File: src/rtl/dfsr_pkg.sv
package dfsr_pkg;

	// ****************************************
	// register map
	// ****************************************
	localparam logic [31:0] DFSR_CFG_OFFSET = 32'h0000_0000;
	localparam logic [31:0] DFSR_DIAG_OFFSET = 32'h0000_0004;
	localparam int DFSR_HALVE_BIT = 0;
	localparam int DFSR_QUARTER_BIT = 1;
	localparam int DFSR_STATUS_LSB = 8;
	localparam int DFSR_BASE_LSB = 8;
	localparam int DFSR_MODE_LSB = 16;
	localparam int DFSR_PIN_OVR_BIT = 20;
	localparam int DFSR_PIN_DIS_BIT = 21;
	localparam logic [5:0] DFSR_CODE_RESET = 6'h00;
	localparam logic [1:0] DFSR_SYNC_IDLE = 2'h3;
	localparam logic [1:0] DFSR_CTL_RESET = 2'h0;

	// ****************************************
	// types
	// ****************************************
	typedef enum logic [2:0] {
		DFSR_FULL = 3'h1,
		DFSR_HALF = 3'h2,
		DFSR_QUARTER = 3'h4
	} dfsr_mode_t;

	typedef struct packed {
		logic psel;
		logic penable;
		logic pwrite;
		logic [31:0] paddr;
		logic [31:0] pwdata;
	} dfsr_apb_req_t;

	typedef struct packed {
		logic pready;
		logic pslverr;
		logic [31:0] prdata;
	} dfsr_apb_rsp_t;

	typedef struct packed {
		logic half_ok;
		logic [5:0] half_code;
		logic quarter_ok;
		logic [5:0] quarter_code;
	} dfsr_entry_t;

endpackage

File: src/rtl/dfsr_top.sv
`timescale 1ns/100ps
module dfsr_top (
	// clock and hard reset
	input wire logic clk_sys_in,
	input wire logic rstn_in,
	// strap and switch pins
	input wire logic [5:0] pll_cfg_in,
	input wire logic halve_ratio_request_n_in,
	input wire logic quarter_ratio_request_n_in,
	// apb slave
	input wire dfsr_pkg::dfsr_apb_req_t apb_in,
	output dfsr_pkg::dfsr_apb_rsp_t apb_out,
	// ratio in effect
	output logic [5:0] ratio_status_field_out,
	output logic [2:0] mode_out
);

	// ****************************************
	// divide table
	// ****************************************
	// indexed by the strap code; reserved codes never divide
	function automatic dfsr_pkg::dfsr_entry_t dfsr_lookup(input logic [5:0] base);
		dfsr_pkg::dfsr_entry_t e;
		e = '0;
		case (base)
			6'h28: e = '{1'b1, 6'h10, 1'b0, 6'h00};
			6'h2C: e = '{1'b1, 6'h15, 1'b0, 6'h00};
			6'h24: e = '{1'b1, 6'h35, 1'b0, 6'h00};
			6'h34: e = '{1'b1, 6'h20, 1'b0, 6'h00};
			6'h14: e = '{1'b1, 6'h20, 1'b0, 6'h00};
			6'h08: e = '{1'b1, 6'h35, 1'b0, 6'h00};
			6'h04: e = '{1'b1, 6'h35, 1'b0, 6'h00};
			6'h30: e = '{1'b1, 6'h28, 1'b1, 6'h10};
			6'h18: e = '{1'b1, 6'h28, 1'b0, 6'h00};
			6'h1E: e = '{1'b1, 6'h1D, 1'b1, 6'h10};
			6'h1C: e = '{1'b1, 6'h1D, 1'b0, 6'h00};
			6'h2A: e = '{1'b1, 6'h2C, 1'b1, 6'h15};
			6'h22: e = '{1'b1, 6'h2C, 1'b0, 6'h00};
			6'h26: e = '{1'b1, 6'h24, 1'b1, 6'h15};
			6'h00: e = '{1'b1, 6'h24, 1'b0, 6'h00};
			6'h2E: e = '{1'b1, 6'h34, 1'b1, 6'h20};
			6'h3E: e = '{1'b1, 6'h34, 1'b0, 6'h00};
			6'h16: e = '{1'b1, 6'h14, 1'b1, 6'h20};
			6'h38: e = '{1'b1, 6'h14, 1'b0, 6'h00};
			6'h32: e = '{1'b1, 6'h08, 1'b1, 6'h35};
			6'h06: e = '{1'b1, 6'h04, 1'b1, 6'h35};
			6'h36: e = '{1'b1, 6'h30, 1'b1, 6'h28};
			6'h02: e = '{1'b1, 6'h18, 1'b1, 6'h28};
			6'h0A: e = '{1'b1, 6'h1E, 1'b1, 6'h1D};
			6'h0E: e = '{1'b1, 6'h2A, 1'b1, 6'h2C};
			6'h12: e = '{1'b1, 6'h22, 1'b0, 6'h00};
			default: e = '0;
		endcase
		return e;
	endfunction

	// ****************************************
	// strap capture
	// ****************************************
	logic [5:0] base_r;
	logic strap_taken_r;

	// caught by a clocked edge after release, never under the reset itself
	always_ff @(posedge clk_sys_in or negedge rstn_in) begin
		if (!rstn_in) begin
			base_r <= dfsr_pkg::DFSR_CODE_RESET;
			strap_taken_r <= 1'b0;
		end else if (!strap_taken_r) begin
			base_r <= pll_cfg_in;
			strap_taken_r <= 1'b1;
		end
	end

	// ****************************************
	// pin synchronisers
	// ****************************************
	logic [1:0] halve_sync_r;
	logic [1:0] quarter_sync_r;

	always_ff @(posedge clk_sys_in or negedge rstn_in) begin
		if (!rstn_in) begin
			halve_sync_r <= dfsr_pkg::DFSR_SYNC_IDLE;
			quarter_sync_r <= dfsr_pkg::DFSR_SYNC_IDLE;
		end else begin
			halve_sync_r <= {halve_sync_r[0], halve_ratio_request_n_in};
			quarter_sync_r <= {quarter_sync_r[0], quarter_ratio_request_n_in};
		end
	end

	// ****************************************
	// request arbitration
	// ****************************************
	logic [1:0] ctl_r;
	logic pin_halve;
	logic pin_quarter;
	logic pin_ovr;
	logic pin_dis;
	dfsr_pkg::dfsr_mode_t want;
	dfsr_pkg::dfsr_mode_t mode_r;
	dfsr_pkg::dfsr_mode_t mode_nxt;
	dfsr_pkg::dfsr_entry_t ent;

	assign pin_halve = !halve_sync_r[1];
	assign pin_quarter = !quarter_sync_r[1];
	assign pin_ovr = pin_halve || pin_quarter;
	assign pin_dis = pin_halve && pin_quarter;
	assign ent = dfsr_lookup(base_r);

	always_comb begin
		want = dfsr_pkg::DFSR_FULL;
		if (pin_dis) begin
			want = dfsr_pkg::DFSR_FULL;
		end else if (pin_ovr) begin
			want = pin_quarter ? dfsr_pkg::DFSR_QUARTER : dfsr_pkg::DFSR_HALF;
		end else if (ctl_r[dfsr_pkg::DFSR_QUARTER_BIT]) begin
			want = dfsr_pkg::DFSR_QUARTER;
		end else if (ctl_r[dfsr_pkg::DFSR_HALVE_BIT]) begin
			want = dfsr_pkg::DFSR_HALF;
		end
	end

	// unsupported targets hold whatever mode is already running
	always_comb begin
		mode_nxt = mode_r;
		case (want)
			dfsr_pkg::DFSR_FULL: mode_nxt = dfsr_pkg::DFSR_FULL;
			dfsr_pkg::DFSR_HALF: begin
				if (ent.half_ok) begin
					mode_nxt = dfsr_pkg::DFSR_HALF;
				end
			end
			dfsr_pkg::DFSR_QUARTER: begin
				if (ent.quarter_ok) begin
					mode_nxt = dfsr_pkg::DFSR_QUARTER;
				end
			end
			default: mode_nxt = dfsr_pkg::DFSR_FULL;
		endcase
		if (!strap_taken_r) begin
			mode_nxt = dfsr_pkg::DFSR_FULL;
		end
	end

	// ****************************************
	// ratio state
	// ****************************************
	logic [5:0] ratio_nxt;

	always_comb begin
		case (mode_nxt)
			dfsr_pkg::DFSR_HALF: ratio_nxt = ent.half_code;
			dfsr_pkg::DFSR_QUARTER: ratio_nxt = ent.quarter_code;
			default: ratio_nxt = strap_taken_r ? base_r : pll_cfg_in;
		endcase
	end

	// one edge from request to new ratio, no idle gap between modes
	always_ff @(posedge clk_sys_in or negedge rstn_in) begin
		if (!rstn_in) begin
			mode_r <= dfsr_pkg::DFSR_FULL;
			ratio_status_field_out <= dfsr_pkg::DFSR_CODE_RESET;
			mode_out <= dfsr_pkg::DFSR_FULL;
		end else begin
			mode_r <= mode_nxt;
			ratio_status_field_out <= ratio_nxt;
			mode_out <= mode_nxt;
		end
	end

	// ****************************************
	// apb slave
	// ****************************************
	logic setup;
	logic wr_fire;
	logic hit_cfg;
	logic hit_diag;
	logic [31:0] rd_nxt;

	assign setup = apb_in.psel && !apb_in.penable;
	assign wr_fire = apb_in.psel && apb_in.penable && apb_out.pready && apb_in.pwrite;
	assign hit_cfg = apb_in.paddr == dfsr_pkg::DFSR_CFG_OFFSET;
	assign hit_diag = apb_in.paddr == dfsr_pkg::DFSR_DIAG_OFFSET;

	always_comb begin
		rd_nxt = '0;
		if (hit_cfg) begin
			rd_nxt[1:0] = ctl_r;
			rd_nxt[dfsr_pkg::DFSR_STATUS_LSB +: 6] = ratio_status_field_out;
		end else if (hit_diag) begin
			rd_nxt[dfsr_pkg::DFSR_BASE_LSB +: 6] = base_r;
			rd_nxt[dfsr_pkg::DFSR_MODE_LSB +: 3] = mode_r;
			rd_nxt[dfsr_pkg::DFSR_PIN_OVR_BIT] = pin_ovr;
			rd_nxt[dfsr_pkg::DFSR_PIN_DIS_BIT] = pin_dis;
		end
	end

	// ready answers in the first access cycle; no wait states
	always_ff @(posedge clk_sys_in or negedge rstn_in) begin
		if (!rstn_in) begin
			apb_out <= '0;
		end else begin
			apb_out.pready <= setup;
			apb_out.pslverr <= setup && !(hit_cfg || hit_diag);
			if (setup && !apb_in.pwrite) begin
				apb_out.prdata <= rd_nxt;
			end
		end
	end

	always_ff @(posedge clk_sys_in or negedge rstn_in) begin
		if (!rstn_in) begin
			ctl_r <= dfsr_pkg::DFSR_CTL_RESET;
		end else if (wr_fire && hit_cfg) begin
			ctl_r <= apb_in.pwdata[1:0];
		end
	end

endmodule

File: config.mk
export PLATFORM = sky130hd
export DESIGN_NAME = dfsr_top
export DESIGN_NICKNAME = d
export VERILOG_FILES = /design/src/rtl/dfsr_pkg.sv /design/src/rtl/dfsr_top.sv
export SDC_FILE = /design/constraint.sdc
export NUM_CORES = 1
export LEC_CHECK = 0
export BUFFER_PORTS_ARGS = -buffer_cell sky130_fd_sc_hd__buf_2
export CORE_ASPECT_RATIO = 0.75
export CORE_MARGIN = 5
export CORE_UTILIZATION = 49
export CTS_CLUSTER_SIZE = 20
export DETAILED_ROUTE_END_ITERATION = 8
export PLACE_DENSITY = 0.9
export SLEW_MARGIN = 20
export SYNTH_ARGS = -nofsm -noshare
export SYNTH_HDL_FRONTEND = slang
export SYNTH_SLANG_ARGS = --single-unit
File: constraint.sdc
create_clock -name clk_sys_in -period 5.5 [get_ports clk_sys_in]
set_input_delay 0.275 -clock clk_sys_in [delete_from_list [all_inputs] [get_ports clk_sys_in]]
set_output_delay 0.275 -clock clk_sys_in [all_outputs]
set_load 0.02 [all_outputs]
==> results.yml <==
clocking:
  clock_path_buffers: 2
  cts_sinks: 37
  cts.root.buffer_cell: "sky130_fd_sc_hd__clkbuf_8"
  numCtsBuffers: 5
  cts-hold-fix-buffers: 0
  cts-resized-gates: 0
  clock_insertion_delay_worst_skew_ps: 290
  htreeDepth: 2
  cts_tree: "yes"
  postCtsSetupRepairBufs: 0
  clk_transition_reported_paths_ps: 80
yosys:
  ys_warn_count: 0
  yosys.cell_types.count: 50
  postSynth.asyncResetShare: 1.00
  yosys_register_bits: 37
  post_synth_main_area_contributors: "sky130_fd_sc_hd__dfrtp_1 (35%), sky130_fd_sc_hd__buf_4 (6.9%), sky130_fd_sc_hd__nand2_1 (6.1%), sky130_fd_sc_hd__dfstp_2 (5.8%), sky130_fd_sc_hd__o21ai_0 (4.6%)"
  synth_top_area_cell: "sky130_fd_sc_hd__dfrtp_1"
  postSynthCellCount: 261
  synthesized_area_per_cell_um2: 8.70
  synth.yosys.seq_area_share: 0.411
  synth_edf_count: 0
  ys.flop_type: "sky130_fd_sc_hd__dfrtp_1"
  synth.cell_area_mm2: 0.00227
  synth_largest_type_area_fraction: 0.353
critical_path:
  worst-endpoint-arrival_ps: 3030
  crit_path_max_incr_delay_ps: 940
  worst_setup_path_start_kind: "flop"
  cp_data_required_time_ps: 5640
  crit_path_cell_trace: "xnor2_1, mux2i_1, o21ai_0, nand3_1, a21boi_4, mux2i_1, o221ai_1"
  worst_setup_path_end_kind: "flop"
  timing.critical_path.buf_inv: 0
  criticalPathCategory: "reg -> reg"
  critPathTopFamily: "flip-flops"
  critPathMaxFanout: 29
  critical_path.most_common_cell: "sky130_fd_sc_hd__mux2i_1"
  crit_path_top_delay_cell: "sky130_fd_sc_hd__dfrtp_1"
placement:
  global_placement_routability_congestion: 0.922
  io_buffer_count: 70
  post-dp-hpwl_mm: 4.45
  place_worst_setup_slack_ps: 2740
routing:
  ant_nets: 0
  drc_errors: 0
  avgViaCountPerCell: 5.59
  wl_per_cell_um: 14.9
  drt-pass1-iter-count: 4
  overall_via_count_from_detail_route: 2128
  totalWireLength_mm: 5.67
  detailedRoute.firstIterationViolations: 249
global_routing:
  grt_util_all_layers: 0.196
  grt_first_pass_wirelength_mm: 9.25
  grt_overflow_total: 0
  grt_start_max_net_pins: 38
  vias_in_the_first_global_route: 1971
  grt_antenna_before_repair: 0
timing:
  worst_slack_ps: 2610
  min_period_over_period: 0.525
  grt_setup_unrepaired: "no"
  timing.slew.headroom: 0.399
  finalCriticalPeriod_ps: 2890
  final.setup_skew_ps: 6.61
  worst_slew_pin_slew_ps: 901
  hold_violations: 0
  finalSetupViolations: 0
  clock.fmax_mhz: 346
  slew_viol_final: 0
  setup_tns_ps: 0
pwr:
  power.density_cell_area_mw_per_mm2: 255
  leakage_power_nw: 1.30
  peakVddDrop_uv: 136
final_layout:
  nFillCells: 386
  leading_cell_type_in_the_layout_fill_and_taps_excluded: "sky130_fd_sc_hd__buf_2"
  final_layout_size_suffix_gt1_frac: 0.287
  num-nets-final: 400
  antenna-diode-count: 0
  mostFrequentLayoutCells: "sky130_fd_sc_hd__buf_2 (70), sky130_fd_sc_hd__nand2_1 (37), sky130_fd_sc_hd__dfrtp_1 (32)"
  flow.area_growth_from_synthesis_pct: 16.4
die:
  initial_core_util: 0.508
  design.portCount: 120
  floorplan.die_area_mm2: 0.00611
  num_rows: 21
  die_width_um: 88.6
  coreArea_mm2: 0.00447
  floorplan.die.height_um: 68.9
status:
  run_status: "completed"
run:
  max_cap_violations: 0
hold_path:
  hp-class: "in -> async"
-- stage by stage --
stage	area (µm²)	total power, W	hold WS [ps]	utilization	instances
after global routing	2640	0.000706	72.8	0.592	381
after global placement	2550	0.000467	347	0.570	373
after detailed placement	2550	0.000474	348	0.570	373
after floorplan	2340	0.000435	-20.6	-	279
after CTS	2640	0.000673	77.0	0.592	381
final	2640	0.000673	70.9	0.592	381
-- cell usage after synthesis, types with 2 or more instances --
library cell	n
sky130_fd_sc_hd__nand2_1	37
sky130_fd_sc_hd__dfrtp_1	32
sky130_fd_sc_hd__buf_4	21
sky130_fd_sc_hd__o21ai_0	21
sky130_fd_sc_hd__nor2_1	18
sky130_fd_sc_hd__inv_1	14
sky130_fd_sc_hd__nand3_1	12
sky130_fd_sc_hd__mux2i_1	10
sky130_fd_sc_hd__a22oi_1	8
sky130_fd_sc_hd__clkbuf_1	8
sky130_fd_sc_hd__nor4_1	7
sky130_fd_sc_hd__a21oi_1	6
sky130_fd_sc_hd__nor3_1	6
sky130_fd_sc_hd__o221ai_1	6
sky130_fd_sc_hd__dfstp_2	5
sky130_fd_sc_hd__nand2b_1	3
sky130_fd_sc_hd__nand4_1	3
sky130_fd_sc_hd__o211ai_1	3
sky130_fd_sc_hd__a21boi_0	2
sky130_fd_sc_hd__a31oi_1	2
sky130_fd_sc_hd__and2_1	2
sky130_fd_sc_hd__buf_2	2
sky130_fd_sc_hd__conb_1	2
sky130_fd_sc_hd__nor2b_1	2
sky130_fd_sc_hd__nor3b_1	2
sky130_fd_sc_hd__o21a_1	2
sky130_fd_sc_hd__xnor2_1	2
-- cell families (layout without fill, tap and decap cells) --
kind of cell / count (synthesis) / after routing / share of synthesized area
simple gates: 97 / 97 / 0.204
compound gates: 65 / 65 / 0.208
buf+inv: 47 / 92 / 0.117
flops: 37 / 37 / 0.411
mux: 11 / 11 / 0.0491
other cells: 2 / 20 / 0.00331
xor+xnor: 2 / 2 / 0.00772
-- where the power goes --
group | leakage, nW | switching (W) | total [W] | internal, W
Combinational | 0.786 | 0.0000919 | 0.000150 | 0.0000586
Clock | 0.0512 | 0.000100 | 0.000202 | 0.000102
Sequential | 0.462 | 0.0000322 | 0.000321 | 0.000289
Total | 1.30 | 0.000224 | 0.000673 | 0.000449
-- layout make-up --
cell class	instances	area (µm²)	area share
clock buffer	6	82.6	0.0313
timing repair buffer	70	350	0.133
clock inverter	2	13.8	0.00521
multi-input combinational	195	1140	0.431
inverter	14	52.6	0.0199
tap	57	71.3	0.0270
sequential	37	932	0.353
-- final timing paths --
kind	end	slack (ps)	from	cells after the start
setup / recovery	ratio_status_field_out[5]	2610	base_r[4]	7
hold / removal	base_r[4]	70	rstn_in	1
setup reg to reg	ratio_status_field_out[5]	2610	base_r[4]	7
hold reg to reg	quarter_sync_r[1]	360	quarter_sync_r[0]	0
max in group asynchronous	ctl_r[1]	4900	rstn_in	1
min in group clk_sys_in	quarter_sync_r[0]	80	quarter_ratio_request_n_in	1
-- layer usage --
metal / vias up / GRT usage / share of wire
li1: 1011 / - / -
met1: 1021 / 0.259 / 0.44
met2: 87 / 0.329 / 0.48
met3: 9 / 0.0392 / 0.071
met4: 0 / 0.0528 / 0.011
met5: - / 0 / 0
-- flip-flops by register name, summed over array words and instances (netlist names) --
register,flops
apb_out,15
base_r,6
ctl_r,2
halve_sync_r,2
mode_r,3
quarter_sync_r,2
ratio_status_field_out,6
strap_taken_r,1
Note: power is estimated with default switching activity, not from simulation.
